[src/cs_decode_map.svh]
// Constants of the chip-select decoder: register offsets, field positions,
// reset values and masks.
// Assumes a 32-bit AHB-Lite bus with each register in the low half of a word.
`ifndef CS_DECODE_MAP_SVH
`define CS_DECODE_MAP_SVH

`define OFS_UPPER      8'h00
`define OFS_LOW        8'h04
`define OFS_MID        8'h08
`define OFS_MIDPER     8'h0C
`define OFS_PERBASE    8'h10
`define OFS_AUX        8'h14
`define OFS_PCB        8'h18
`define OFS_STATUS     8'h1C

`define RST_UPPER      16'hF003
`define RST_ZERO       16'h0000
`define RST_PCB        16'hFF01

`define MSK_UPPER      16'hFF87
`define MSK_LOW        16'hFFE7
`define MSK_MID        16'hF007
`define MSK_MIDPER     16'h00E7
`define MSK_PERBASE    16'hFF8F
`define MSK_AUX        16'h000F
`define MSK_PCB        16'hFFF1

`define BIT_DA         7
`define BIT_DRAM0      6
`define BIT_DRAM1      5
`define BIT_LOW_EN     3
`define BIT_RDY_IGN    2
`define BIT_MIDRANGE_SELECT_FIRST_ALL   7
`define BIT_PER_MEM    6
`define BIT_PER_ABITS  5
`define BIT_PER_RDY    3
`define BIT_PCB_IO     0
`define BIT_W_IO       0
`define BIT_W_MID      1
`define BIT_W_LOW      2
`define BIT_W_UP       3

`endif

[src/cs_decode_pkg.sv]
// Types of the chip-select decoder.
// Assumes the constants header is included by files that need offsets.
package cs_decode_pkg;
    typedef enum logic [1:0] {
        ST_IDLE = 2'b00,
        ST_ADDR = 2'b01,
        ST_WAIT = 2'b10
    } cyc_state_e;
    typedef logic [3:0] wait_t;
endpackage : cs_decode_pkg

[src/chip_select_decode_overlap.sv]
// Chip-select decoder with overlap handling, wait-state and ready sequencing.
// Assumes one bus cycle request at a time, inputs synchronous to hclk.
//
// The AHB-Lite register port and the register addresses were decided locally.
`include "cs_decode_map.svh"

module chip_select_decode_overlap (
    input  wire logic        hclk,              // System clock
    input  wire logic        hresetn,           // Async reset, active low
    input  wire logic        hsel,              // AHB slave select
    input  wire logic [31:0] haddr,             // AHB address
    input  wire logic [1:0]  htrans,            // AHB transfer type
    input  wire logic        hwrite,            // AHB write
    input  wire logic [2:0]  hsize,             // AHB size
    input  wire logic [31:0] hwdata,            // AHB write data
    input  wire logic        hready,            // AHB bus ready
    output logic      [31:0] hrdata,            // AHB read data
    output logic             hreadyout,         // AHB slave ready
    output logic             hresp,             // AHB response
    input  wire logic        boot_width_strap,  // High selects 16-bit boot
    input  wire logic        cyc_start,         // Bus cycle start pulse
    input  wire logic [19:0] cyc_addr,          // Cycle physical address
    input  wire logic        cyc_io,            // Cycle is in I/O space
    input  wire logic        async_ready_in,    // External ready, async kind
    input  wire logic        sync_ready_in,     // External ready, sync kind
    output logic             cyc_busy,          // Cycle in progress
    output logic             cyc_done,          // Cycle ends, one pulse
    output logic             cyc_width16,       // Cycle bus width is 16
    output logic             addr_drive_en,     // Address may drive AD bus
    output logic             upper_mem_select_n,// Upper memory select
    output logic             low_mem_select_n,  // Low select or bank 0 row
    output logic [3:0]       mid_pin_n,         // Midrange pins
    output logic [6:0]       periph_select_n    // Peripheral pins
);
    logic [15:0] upper_mem_ctrl;
    logic [15:0] low_mem_ctrl;
    logic [15:0] mid_mem_ctrl;
    logic [15:0] mid_periph_ctrl;
    logic [15:0] periph_base_ctrl;
    logic [15:0] aux_config;
    logic [15:0] pcb_reloc;
    logic        mid_wr;
    logic        midper_wr;
    logic        perbase_wr;
    logic        boot8;
    logic        strap_done;
    logic        wr_pend;
    logic [7:0]  wr_ofs;
    cs_decode_pkg::cyc_state_e state;
    cs_decode_pkg::wait_t      wcnt;
    logic        h_up;
    logic        h_low;
    logic [3:0]  h_mid;
    logic [6:0]  h_per;
    logic        h_pcb;
    logic        h_dram;
    logic        h_bank1;
    logic        h_ready_req;
    logic        h_da;
    logic        h_w16;
    logic        any_dram;
    logic        dram1;
    logic        a2_lat;
    logic        a1_lat;
    // Decode results for the cycle being requested.
    logic        up_hit;
    logic        low_hit;
    logic        bank1_hit;
    logic        per_blk;
    logic        mid_blk;
    logic [6:0]  per_hit;
    logic [3:0]  mid_hit;
    logic        pcb_hit;
    logic        dram_hit;
    logic        next_rdy;
    logic        next_w16;
    cs_decode_pkg::wait_t next_wait;

    function automatic cs_decode_pkg::wait_t wait_code(input logic [2:0] c);
        case (c)
            3'h4:    wait_code = 4'h5;
            3'h5:    wait_code = 4'h7;
            3'h6:    wait_code = 4'h9;
            3'h7:    wait_code = 4'hF;
            default: wait_code = {2'h0, c[1:0]};
        endcase
    endfunction : wait_code

    function automatic cs_decode_pkg::wait_t wmax(input cs_decode_pkg::wait_t a,
                                                  input cs_decode_pkg::wait_t b);
        wmax = (a > b) ? a : b;
    endfunction : wmax

    function automatic logic [15:0] reg_read(input logic [7:0] ofs);
        case (ofs)
            `OFS_UPPER:   reg_read = upper_mem_ctrl & `MSK_UPPER;
            `OFS_LOW:     reg_read = low_mem_ctrl & `MSK_LOW;
            `OFS_MID:     reg_read = mid_mem_ctrl & `MSK_MID;
            `OFS_MIDPER:  reg_read = mid_periph_ctrl & `MSK_MIDPER;
            `OFS_PERBASE: reg_read = periph_base_ctrl & `MSK_PERBASE;
            `OFS_AUX:     reg_read = aux_config & `MSK_AUX;
            `OFS_PCB:     reg_read = pcb_reloc & `MSK_PCB;
            `OFS_STATUS:  reg_read = {2'h0, h_pcb, h_per, h_mid, h_low, h_up};
            default:      reg_read = 16'h0000;
        endcase
    endfunction : reg_read

    assign any_dram = low_mem_ctrl[`BIT_DRAM0] | low_mem_ctrl[`BIT_DRAM1];
    assign dram1    = low_mem_ctrl[`BIT_DRAM1];

    // Bus slave: zero-wait, always OKAY, read data prepared in address phase.
    always_ff @(posedge hclk or negedge hresetn) begin
        if (!hresetn) begin
            hreadyout <= 1'b0;
            hresp     <= 1'b0;
            hrdata    <= 32'h00000000;
            wr_pend   <= 1'b0;
            wr_ofs    <= 8'h00;
        end else begin
            hreadyout <= 1'b1;
            hresp     <= 1'b0;
            wr_pend   <= 1'b0;
            if (hsel && hready && htrans[1]) begin
                wr_pend <= hwrite;
                wr_ofs  <= {haddr[7:2], 2'h0};
                if (!hwrite) begin
                    hrdata <= {16'h0000, reg_read({haddr[7:2], 2'h0})};
                end
            end
        end
    end

    // Register writes; a write to the midrange or peripheral registers enables their logic.
    always_ff @(posedge hclk or negedge hresetn) begin
        if (!hresetn) begin
            upper_mem_ctrl   <= `RST_UPPER;
            low_mem_ctrl     <= `RST_ZERO;
            mid_mem_ctrl     <= `RST_ZERO;
            mid_periph_ctrl  <= `RST_ZERO;
            periph_base_ctrl <= `RST_ZERO;
            pcb_reloc        <= `RST_PCB;
            mid_wr           <= 1'b0;
            midper_wr        <= 1'b0;
            perbase_wr       <= 1'b0;
        end else if (wr_pend) begin
            case (wr_ofs)
                `OFS_UPPER:   upper_mem_ctrl <= hwdata[15:0];
                `OFS_LOW:     low_mem_ctrl <= hwdata[15:0];
                `OFS_MID: begin
                    mid_mem_ctrl <= hwdata[15:0];
                    mid_wr       <= 1'b1;
                end
                `OFS_MIDPER: begin
                    mid_periph_ctrl <= hwdata[15:0];
                    midper_wr       <= 1'b1;
                end
                `OFS_PERBASE: begin
                    periph_base_ctrl <= hwdata[15:0];
                    perbase_wr       <= 1'b1;
                end
                `OFS_PCB:     pcb_reloc <= hwdata[15:0];
                default: begin
                end
            endcase
        end
    end

    // Width bits; the boot strap is caught on the first edge after release.
    always_ff @(posedge hclk or negedge hresetn) begin
        if (!hresetn) begin
            aux_config <= `RST_ZERO;
            boot8      <= 1'b0;
            strap_done <= 1'b0;
        end else if (!strap_done) begin
            strap_done            <= 1'b1;
            boot8                 <= ~boot_width_strap;
            aux_config[`BIT_W_UP] <= ~boot_width_strap;
        end else if (wr_pend && wr_ofs == `OFS_AUX) begin
            aux_config[`BIT_W_IO]  <= hwdata[`BIT_W_IO];
            aux_config[`BIT_W_MID] <= hwdata[`BIT_W_MID];
            aux_config[`BIT_W_LOW] <= hwdata[`BIT_W_LOW];
            if (boot8) begin
                aux_config[`BIT_W_UP] <= hwdata[`BIT_W_UP];
            end
        end
    end

    // Address decode of every enabled select for the requested cycle.
    always_comb begin
        up_hit    = !cyc_io && cyc_addr[19:12] >= upper_mem_ctrl[15:8];
        low_hit   = !cyc_io && low_mem_ctrl[`BIT_LOW_EN]
                    && cyc_addr[19:12] <= low_mem_ctrl[15:8];
        bank1_hit = dram1 && !cyc_io && !up_hit && !low_hit;
        per_blk   = perbase_wr && midper_wr
                    && (mid_periph_ctrl[`BIT_PER_MEM] ? !cyc_io : cyc_io)
                    && cyc_addr[19:11] == periph_base_ctrl[15:7];
        for (int i = 0; i < 7; i++) begin
            per_hit[i] = per_blk && cyc_addr[10:8] == i[2:0];
        end
        if (mid_periph_ctrl[`BIT_PER_ABITS]) begin
            per_hit[6:5] = 2'b00;
        end
        mid_blk = mid_wr && midper_wr && !cyc_io
                  && cyc_addr[19:16] == mid_mem_ctrl[15:12]
                  && !up_hit && !low_hit
                  && !(mid_periph_ctrl[`BIT_PER_MEM] && |per_hit);
        for (int i = 0; i < 4; i++) begin
            if (mid_periph_ctrl[`BIT_MIDRANGE_SELECT_FIRST_ALL]) begin
                mid_hit[i] = mid_blk && i == 0;
            end else begin
                mid_hit[i] = mid_blk && cyc_addr[15:14] == i[1:0];
            end
        end
        pcb_hit  = (pcb_reloc[`BIT_PCB_IO] ? cyc_io : !cyc_io)
                   && cyc_addr[19:8] == pcb_reloc[15:4];
        dram_hit = (low_hit && low_mem_ctrl[`BIT_DRAM0]) || bank1_hit;
    end

    // Combined ready and wait requirements of the asserted memory selects; a peripheral hit replaces them.
    always_comb begin
        next_wait = 4'h0;
        next_rdy  = 1'b0;
        if (up_hit) begin
            next_wait = wmax(next_wait, {2'h0, upper_mem_ctrl[1:0]});
            next_rdy  = next_rdy | !upper_mem_ctrl[`BIT_RDY_IGN];
        end
        if (low_hit || bank1_hit) begin
            next_wait = wmax(next_wait, {2'h0, low_mem_ctrl[1:0]});
            next_rdy  = next_rdy | !low_mem_ctrl[`BIT_RDY_IGN];
        end
        if (|mid_hit || (mid_blk && any_dram)) begin
            next_wait = wmax(next_wait, {2'h0, mid_mem_ctrl[1:0]});
            next_rdy  = next_rdy | !mid_mem_ctrl[`BIT_RDY_IGN];
        end
        // Overlapping selects are programmed alike; peripheral over DRAM wins.
        if (|per_hit[4:0]) begin
            next_wait = wait_code(periph_base_ctrl[2:0]);
            next_rdy  = !periph_base_ctrl[`BIT_PER_RDY];
        end
        if (|per_hit[6:5]) begin
            next_wait = {2'h0, mid_periph_ctrl[1:0]};
            next_rdy  = !mid_periph_ctrl[`BIT_RDY_IGN];
        end
    end

    // Bus width of the cycle.
    always_comb begin
        if (|per_hit && dram_hit) begin
            next_w16 = low_hit ? !aux_config[`BIT_W_LOW]
                               : !aux_config[`BIT_W_UP];
        end else if (|per_hit && cyc_io) begin
            next_w16 = !aux_config[`BIT_W_IO];
        end else if (up_hit) begin
            next_w16 = !aux_config[`BIT_W_UP];
        end else if (low_hit) begin
            next_w16 = !aux_config[`BIT_W_LOW];
        end else if (bank1_hit) begin
            next_w16 = !aux_config[`BIT_W_UP];
        end else begin
            next_w16 = !aux_config[`BIT_W_MID];
        end
    end

    // Cycle sequencer: capture decode, count waits, then honour ready.
    always_ff @(posedge hclk or negedge hresetn) begin
        if (!hresetn) begin
            state       <= cs_decode_pkg::ST_IDLE;
            wcnt        <= 4'h0;
            h_up        <= 1'b0;
            h_low       <= 1'b0;
            h_mid       <= 4'h0;
            h_per       <= 7'h00;
            h_pcb       <= 1'b0;
            h_dram      <= 1'b0;
            h_bank1     <= 1'b0;
            h_ready_req <= 1'b0;
            h_da        <= 1'b0;
            h_w16       <= 1'b0;
            a2_lat      <= 1'b0;
            a1_lat      <= 1'b0;
            cyc_done    <= 1'b0;
            cyc_busy    <= 1'b0;
        end else begin
            cyc_done <= 1'b0;
            case (state)
                cs_decode_pkg::ST_IDLE: begin
                    if (cyc_start) begin
                        state       <= cs_decode_pkg::ST_ADDR;
                        cyc_busy    <= 1'b1;
                        h_up        <= up_hit;
                        h_low       <= low_hit;
                        h_bank1     <= bank1_hit;
                        h_mid       <= mid_hit;
                        h_per       <= per_hit;
                        h_pcb       <= pcb_hit;
                        h_dram      <= dram_hit;
                        h_ready_req <= next_rdy;
                        wcnt        <= next_wait;
                        h_w16       <= next_w16;
                        h_da        <= (up_hit && upper_mem_ctrl[`BIT_DA])
                                       || (low_hit && low_mem_ctrl[`BIT_DA]);
                        a2_lat      <= cyc_addr[2];
                        a1_lat      <= cyc_addr[1];
                    end
                end
                cs_decode_pkg::ST_ADDR: begin
                    state <= cs_decode_pkg::ST_WAIT;
                end
                cs_decode_pkg::ST_WAIT: begin
                    if (wcnt != 4'h0) begin
                        wcnt <= wcnt - 4'h1;
                    end else if (!h_ready_req || async_ready_in || sync_ready_in) begin
                        state    <= cs_decode_pkg::ST_IDLE;
                        cyc_done <= 1'b1;
                        cyc_busy <= 1'b0;
                        h_up     <= 1'b0;
                        h_low    <= 1'b0;
                        h_mid    <= 4'h0;
                        h_per    <= 7'h00;
                        h_pcb    <= 1'b0;
                        h_dram   <= 1'b0;
                        h_bank1  <= 1'b0;
                        h_da     <= 1'b0;
                    end
                end
                default: begin
                    state <= cs_decode_pkg::ST_IDLE;
                end
            endcase
        end
    end

    // Pin drivers. Upper and low follow the early address timing; midrange
    // and peripheral pins wait for the multiplexed address phase.
    always_ff @(posedge hclk or negedge hresetn) begin
        if (!hresetn) begin
            upper_mem_select_n <= 1'b1;
            low_mem_select_n   <= 1'b1;
            mid_pin_n          <= 4'hF;
            periph_select_n    <= 7'h7F;
            addr_drive_en      <= 1'b1;
            cyc_width16        <= 1'b0;
        end else begin
            cyc_width16        <= h_w16;
            addr_drive_en      <= !h_da;
            upper_mem_select_n <= !(cyc_busy && !cyc_done && h_up);
            // Low pin doubles as bank 0 row strobe in DRAM mode.
            low_mem_select_n   <= !(cyc_busy && !cyc_done && h_low);
            if (state == cs_decode_pkg::ST_WAIT && !cyc_done) begin
                mid_pin_n[0] <= !h_mid[0];
                if (any_dram) begin
                    // Column strobes stay off when a peripheral overlaps DRAM.
                    mid_pin_n[1] <= !(h_dram && !(|h_per));
                    mid_pin_n[2] <= !(h_dram && !(|h_per));
                end else begin
                    mid_pin_n[1] <= !h_mid[1];
                    mid_pin_n[2] <= !h_mid[2];
                end
                mid_pin_n[3] <= dram1 ? !h_bank1 : !h_mid[3];
                periph_select_n[3:0] <= ~h_per[3:0];
                periph_select_n[4]   <= 1'b1;
                if (mid_periph_ctrl[`BIT_PER_ABITS]) begin
                    periph_select_n[6] <= a2_lat;
                    periph_select_n[5] <= a1_lat;
                end else begin
                    periph_select_n[6:5] <= ~h_per[6:5];
                end
            end else begin
                mid_pin_n            <= 4'hF;
                periph_select_n[4:0] <= 5'h1F;
                if (mid_periph_ctrl[`BIT_PER_ABITS]) begin
                    periph_select_n[6] <= a2_lat;
                    periph_select_n[5] <= a1_lat;
                end else begin
                    periph_select_n[6:5] <= 2'b11;
                end
            end
        end
    end

endmodule : chip_select_decode_overlap

[config.mk]
export PLATFORM = sky130hd
export DESIGN_NAME = chip_select_decode_overlap
export DESIGN_NICKNAME = d
export VERILOG_FILES = /design/src/cs_decode_pkg.sv /design/src/chip_select_decode_overlap.sv
export VERILOG_INCLUDE_DIRS = /design/src /design/src/src
export SDC_FILE = /design/constraint.sdc
export NUM_CORES = 1
export LEC_CHECK = 0
export BUFFER_PORTS_ARGS = -buffer_cell sky130_fd_sc_hd__buf_2
export CORE_ASPECT_RATIO = 1.5
export CORE_MARGIN = 4
export CORE_UTILIZATION = 55
export DETAILED_ROUTE_END_ITERATION = 12
export PLACE_DENSITY = 0.83
export SKIP_CTS_REPAIR_TIMING = 1
export SLEW_MARGIN = 5
export SYNTH_ARGS = -nofsm -noshare
export SYNTH_HDL_FRONTEND = slang
export SYNTH_SLANG_ARGS = --single-unit
[constraint.sdc]
create_clock -name hclk -period 3.62 [get_ports hclk]
set_input_delay 0.181 -clock hclk [delete_from_list [all_inputs] [get_ports hclk]]
set_output_delay 0.181 -clock hclk [all_outputs]
set_load 0.03 [all_outputs]
==> metrics.md, run 1 <==
| Metric | Value |
|---|---|
| Status | finished clean |
| CP endpoint kind | flop |
| Class of the worst hold path | in2reg |
| WL/cell | 20.3 um |
| DR vias/cell | 6.16 |
| Switching Power | 0.00150 W |
| Slowest cell on the critical path | or4b_2 |
| Vias | 5,942 |
| Gr usage total | 0.269 |
| Clock power frac | 0.377 |
| Pre-CTS setup slack | 0.116 ns |
| Clock latency on the worst-skew pair | 0.42 ns |
| Register-to-Register Path Depth | 15 |
| H-tree levels | 4 |
| Main combinational cell family by area after synthesis | compound AO/OA/AOI/OAI gates |
| Gate power share | 0.211 |
| Ant. Diodes | 0 |
| Chip height | 148 um |
| CTS max path bufs | 2 |
| Most frequent cells after synthesis | dfrtp_1 (113), nand2_1 (91), mux2_2 (54) |
| Seq pwr share | 0.412 |
| Multi-input gate area | 3370 um^2 |
| Top_reg_cell synth | dfrtp_1 |
| Max-cap check violation count | 0 |
| CP bufs+invs | 2 |
| Count of state elements after synthesis | 141 |
| Final setup TNS | 0 ns |
| Critical path arrival | 3.65 ns |
| Critical path depth in cells | 15 |
| Antenna violations before repair | 0 |
| Largest net degree at the start of global routing | 100 |
| CP top delay family | simple AND/OR/NAND/NOR gates |
| Detailed Place HPWL | 13,700 um |
| Post-synthesis mux area share | 0.105 |
| Layout area overhead | 17.0% |
| Die area | 15,100 um^2 |
| Die boundary width | 102 um |
| Grt total ovfl | 0 |
| CP Data Required Time | 3.88 ns |
| DR pass1 iterations | 8 |
| CP Launch Type | flop |
| Synth Area in Compound Gates | 0.144 |
| Worst Slack Setup Final | 0.226 ns |
| Max frequency | 295 MHz |
| Average size of a mapped cell | 10.3 um^2 |
| Core Box Area | 13,000 um^2 |
| Register area | 3560 um^2 |
| Top post-synthesis cells by area | dfrtp_1 (39%), dfstp_2 (10%), mux2_2 (8.4%), nand2_1 (4.7%), ha_1 (4.0%) |
| Simple-gate share of the synthesized area | 0.133 |
| Total routed wirelength | 19,600 um |
| FP Rows | 51 |
| LEAKAGE | 3.99 nW |
| Synth area leader | dfrtp_1 |
| Initial core utilization | 0.558 |
| Final Max Tran Viols | 0 |
| Placer Congestion | 0.942 |
| Setup-failing EPs final | 0 |
| Vias in the first global route | 5,952 |
| Nets@finish | 914 |
| Clock Sinks | 141 |
| Share of cells above drive strength 1 | 0.271 |
| Cell internal pwr | 0.00337 W |
| Root buffer cell | clkbuf_16 |
| Tcrit/Tclk final | 0.937 |
| CP max stage delay | 0.65 ns |
| VDD IR max | 0.321 mV |
| Final Util | 0.653 |
| Count leader, synth | dfrtp_1 |
| Fill cells | 986 |
| CP Cell Sequence | inv_1 > ha_1 > nand4_1 > a21oi_2 > a21oi_4 > buf_4 > or4b_2 > and2_1 > ha_1 > nor2_1 > nor2_1 > a21oi_2 > o31a_1 > o21ai_1 > a41oi_1 |
| Worst-path maximum fanout | 8 |
| Netlist Area Pre-Place | 7230 um^2 |
| IO buf count | 79 |
| First-pass GRT wire length | 31,000 um |
| Top cell type's share of synthesized area | 0.391 |
| Tmin final | 3.39 ns |
| Worst Skew | 0.0106 ns |
| Min-Delay Path Depth | 3 |
| Post-synth cell types | 57 |
| Drt first-iter violations | 624 |
| Total CTS buffers | 17 |
| Antenna Nets Post-Route | 0 |
| Post-synth EDFFs | 0 |
| Async set-reset flop share out of synthesis | 1.00 |
| XOR/XNOR Fraction of Synth Area | 0.0327 |
| CTS tree | built |
| Sequential area share after synthesis | 0.493 |
| Sw Share | 0.308 |
| Drt drc | 0 |
| Worst-path clk slew | 0.06 ns |
| Syn Inst Count | 703 |
| Worst Tran Pin Value | 0.919 ns |
| Adder-cell share of the synthesized area | 0.0398 |
| Syn. warnings | 0 |
| Critical path class | reg2reg |
| Io pins | 150 |
| Pwr dens | 575 nW/um^2 |
| Rel. slew slack | 0.384 |
| Fin. Hold Viols | 0 |
-- sequential cells by signal, summed over array words and instances, names as in the netlist, 2 cells and up --
name,count
mid_periph_ctrl,6
aux_config,4
upper_mem_ctrl,12
mid_pin_n,4
pcb_reloc,13
low_mem_ctrl,15
h_per,7
hrdata,16
mid_mem_ctrl,7
h_mid,4
state,2
wr_ofs,6
periph_select_n,6
wcnt,4
periph_base_ctrl,13
-- worst register-to-register path, delay by kind of cell, from the launching register on --
kind | cells | cell delay [ns]
and+or+nand+nor | 5 | 1.14
AOI/OAI and AO/OA | 6 | 0.75
adders and majority gates | 2 | 0.60
DFF | 1 | 0.53
buffers and inverters | 2 | 0.22
-- area by class of cell --
cell class                      instances  area share
Clock inverter                         11      0.0182
Tap cell                              159      0.0235
Sequential cell                       141       0.421
Clock buffer                           21      0.0556
Timing Repair Buffer                   99      0.0667
Inverter                               35      0.0155
Multi-Input combinational cell        498       0.399
-- power by group through the flow --
stage / logic, W / clock network, W / registers, W
floorplan: 0.000649 / 0 / 0.00206
global placement: 0.000975 / 0 / 0.00201
detailed placement: 0.000999 / 0 / 0.00202
CTS: 0.00101 / 0.00184 / 0.00200
global route: 0.00115 / 0.00192 / 0.00203
finish: 0.00103 / 0.00183 / 0.00201
-- cell families after synthesis --
kind of cell               count (synthesis)
AOI/OAI and AO/OA                        156
xor gates and xnor gates                  27
adders and majority gates                 23
buffers and inverters                     81
DFF                                      141
muxes                                     68
other                                      2
and+or+nand+nor                          205
-- routing by layer --
layer / vias up / GRT usage / share of wire / wire [um]
met5: - / 0 / 0 / 0
met2: 296 / 0.452 / 0.51 / 10100
met4: 0 / 0.146 / 0.051 / 1000
met1: 2919 / 0.323 / 0.38 / 7390
li1: 2646 / - / - / -
met3: 81 / 0.0474 / 0.056 / 1100
-- placed cells by master (no fill, tap or decap), drive strengths merged, types with 19 or more instances in the layout --
master  Yosys  final
buf        20     94
ha         23     23
a21oi      22     22
xor2       21     21
dfrtp     113    113
conb        2     19
nand2      91     91
clkbuf     26     21
dfstp      28     28
nor2       45     45
o21ai      53     53
mux2       63     63
inv        35     39
-- worst paths after layout --
path                                         start                 end  slack [ns]
worst min register to register                h_da       addr_drive_en        0.38
max in group asynchronous                  hresetn    low_mem_select_n        2.28
worst max register to register  upper_mem_ctrl[15]             wcnt[0]        0.23
min in group asynchronous                  hresetn           hrdata[3]        0.42
worst min-delay path                    hwdata[13]  upper_mem_ctrl[13]       0.004
worst max-delay path            upper_mem_ctrl[15]             wcnt[0]        0.23
-- metrics by stage --
step	hold slack (ns)	instances	total power [W]	cell area, um^2
6_report	0.00413	964	0.00487	8460
5_1_grt	0.0311	964	0.00509	8460
4_1_cts	-0.0983	959	0.00485	8390
3_5_place_dp	0.344	927	0.00302	7760
3_3_place_gp	0.339	927	0.00299	7760
2_1_floorplan	-0.115	720	0.00270	7290
Note: power is estimated with default switching activity, not from simulation.
==> run 2, diff against run 1 <==
--- a/config.mk
+++ b/config.mk
@@ -9,9 +9,10 @@
 export BUFFER_PORTS_ARGS = -buffer_cell sky130_fd_sc_hd__buf_2
 export CORE_ASPECT_RATIO = 1.5
 export CORE_MARGIN = 4
-export CORE_UTILIZATION = 55
+export CORE_UTILIZATION = 50
+export CTS_BUF_LIST = sky130_fd_sc_hd__clkbuf_4 sky130_fd_sc_hd__clkbuf_8
 export DETAILED_ROUTE_END_ITERATION = 12
-export PLACE_DENSITY = 0.83
+export PLACE_DENSITY = 0.77
 export SKIP_CTS_REPAIR_TIMING = 1
 export SLEW_MARGIN = 5
 export SYNTH_ARGS = -nofsm -noshare
==> metrics.md, run 2 (synthesis gave the netlist of run 1 again) <==
| Metric | Value |
|---|---|
| Status | finished with violations |
| Violated checks | negative hold slack |
| Antenna violations before repair | 0 |
| Io pins | 150 |
| Worst Skew | 0.0125 ns |
| Drt first-iter violations | 376 |
| Final Util | 0.593 |
| Vias | 5,746 |
| Critical path class | reg2reg |
| LEAKAGE | 3.92 nW |
| FP Rows | 53 |
| CP Launch Type | flop |
| Chip height | 155 um |
| Total routed wirelength | 18,600 um |
| Max reg flops | 16 |
| Total design power | 0.00436 W |
| Layout area overhead | 15.8% |
| Biggest regs | hrdata (16), low_mem_ctrl (15) |
| Critical path depth in cells | 17 |
| CP endpoint kind | flop |
| Total CTS buffers | 17 |
| H-tree levels | 4 |
| Fin cells | 1,003 |
| Worst Tran Pin Value | 1.09 ns |
| Dpl cells | 958 |
| VDD IR max | 0.232 mV |
| CP top delay family | compound AO/OA/AOI/OAI gates |
| Share of cells above drive strength 1 | 0.271 |
| CTS max path bufs | 2 |
| Most frequent cells in the layout | dfrtp_1 (113), nand2_1 (90), buf_2 (78) |
| Critical path arrival | 3.72 ns |
| CP bufs+invs | 0 |
| WL/cell | 18.5 um |
| Fill cells | 1,211 |
| First-pass GRT wire length | 29,600 um |
| Core Box Area | 14,100 um^2 |
| IO buf count | 79 |
| Max-cap check violation count | 0 |
| Slowest cell on the critical path | a2111o_1 |
| Worst-path clk slew | 0.09 ns |
| Register-to-Register Path Depth | 17 |
| CTS tree | built |
| Tmin final | 3.43 ns |
| WHS | -0.0121 ns |
| Pwr dens | 521 nW/um^2 |
| Fin. Hold Viols | 2 |
| Grt total ovfl | 0 |
| Tcrit/Tclk final | 0.947 |
| Placer Congestion | 0.940 |
| Clock latency on the worst-skew pair | 0.45 ns |
| DR vias/cell | 5.73 |
| Drt drc | 0 |
| Antenna Nets Post-Route | 0 |
| Setup-failing EPs final | 0 |
| Class of the worst hold path | in2reg |
| Nets@finish | 920 |
| Vias in the first global route | 5,713 |
| Ant. Diodes | 0 |
| Die area | 16,500 um^2 |
| Rel. slew slack | 0.274 |
| CP Data Required Time | 3.91 ns |
| Final Max Tran Viols | 0 |
| Detailed Place HPWL | 13,600 um |
| Min-Delay Path Depth | 3 |
| Commonest non-fill, non-tap cell in the layout | dfrtp_1 |
| Gr usage total | 0.231 |
| Clock Sinks | 141 |
| Initial core utilization | 0.512 |
| Largest net degree at the start of global routing | 120 |
| Worst-path maximum fanout | 3 |
| DR pass1 iterations | 5 |
| Top reg by flops | hrdata |
| Root buffer cell | clkbuf_8 |
| Max frequency | 292 MHz |
| CP Cell Sequence | ha_1 > nand2b_1 > a2111o_1 > a21oi_4 > nor2_4 > nand2_1 > ha_1 > nor2_1 > o22ai_1 > and2_1 > nor2_1 > nor2_1 > ha_1 > a21oi_2 > o22ai_1 > o21ai_1 > a41oi_1 |
| Die boundary width | 106 um |
| CP max stage delay | 0.42 ns |
run 2: worst min-delay path, delay by kind of cell:
kind | cells | cell delay (ns)
compound gates | 1 | 0.06
buf+inv | 1 | 0.11
simple gates | 1 | 0.05
run 2: path summary, 6_finish.rpt:
kind                              startpoint            endpoint  slack (ns)
min in group asynchronous            hresetn          strap_done        0.44
min reg2reg                             h_da       addr_drive_en        0.40
max reg2reg                upper_mem_ctrl[8]             wcnt[0]        0.19
max in group asynchronous            hresetn  periph_select_n[2]        2.26
max                        upper_mem_ctrl[8]             wcnt[0]        0.19
min                                hwdata[9]     low_mem_ctrl[9]       -0.01
run 2: layout make-up:
class,instances,area (um^2),share of cell area
Clock buffer,17,234,0.0279
Timing Repair Buffer,105,627,0.0749
Clock inverter,15,189,0.0226
Tap cell,192,240,0.0287
Sequential cell,141,3560,0.426
Inverter,35,131,0.0157
Multi-Input combinational cell,498,3390,0.405
run 2: power by group:
| group | leakage, nW | total [W] | switching, W | internal (W) |
|---|---|---|---|---|
| registers | 1.71 | 0.00200 | 0.000168 | 0.00183 |
| logic | 2.01 | 0.00102 | 0.000635 | 0.000387 |
| clock network | 0.201 | 0.00134 | 0.000651 | 0.000693 |
run 2: stage by stage:
stage | cell area, um^2 | setup slack [ns] | setup TNS, ns | hold slack (ns)
final | 8370 | 0.191 | 0 | -0.0121
after global placement | 7790 | 0.204 | 0 | 0.372
after detailed placement | 7790 | 0.122 | 0 | 0.378
after global routing | 8370 | -0.0344 | -0.0344 | 0.000369
after CTS | 8210 | 0.0895 | 0 | -0.0953
after floorplan | 7290 | 0.433 | 0 | -0.115
run 2: per-layer routing:
metal | routed length [um] | up-vias | global-route usage
li1 | - | 2652 | -
met1 | 7060 | 2820 | 0.273
met2 | 9710 | 223 | 0.403
met3 | 1090 | 51 | 0.0394
met4 | 735 | 0 | 0.114
met5 | 0 | - | 0
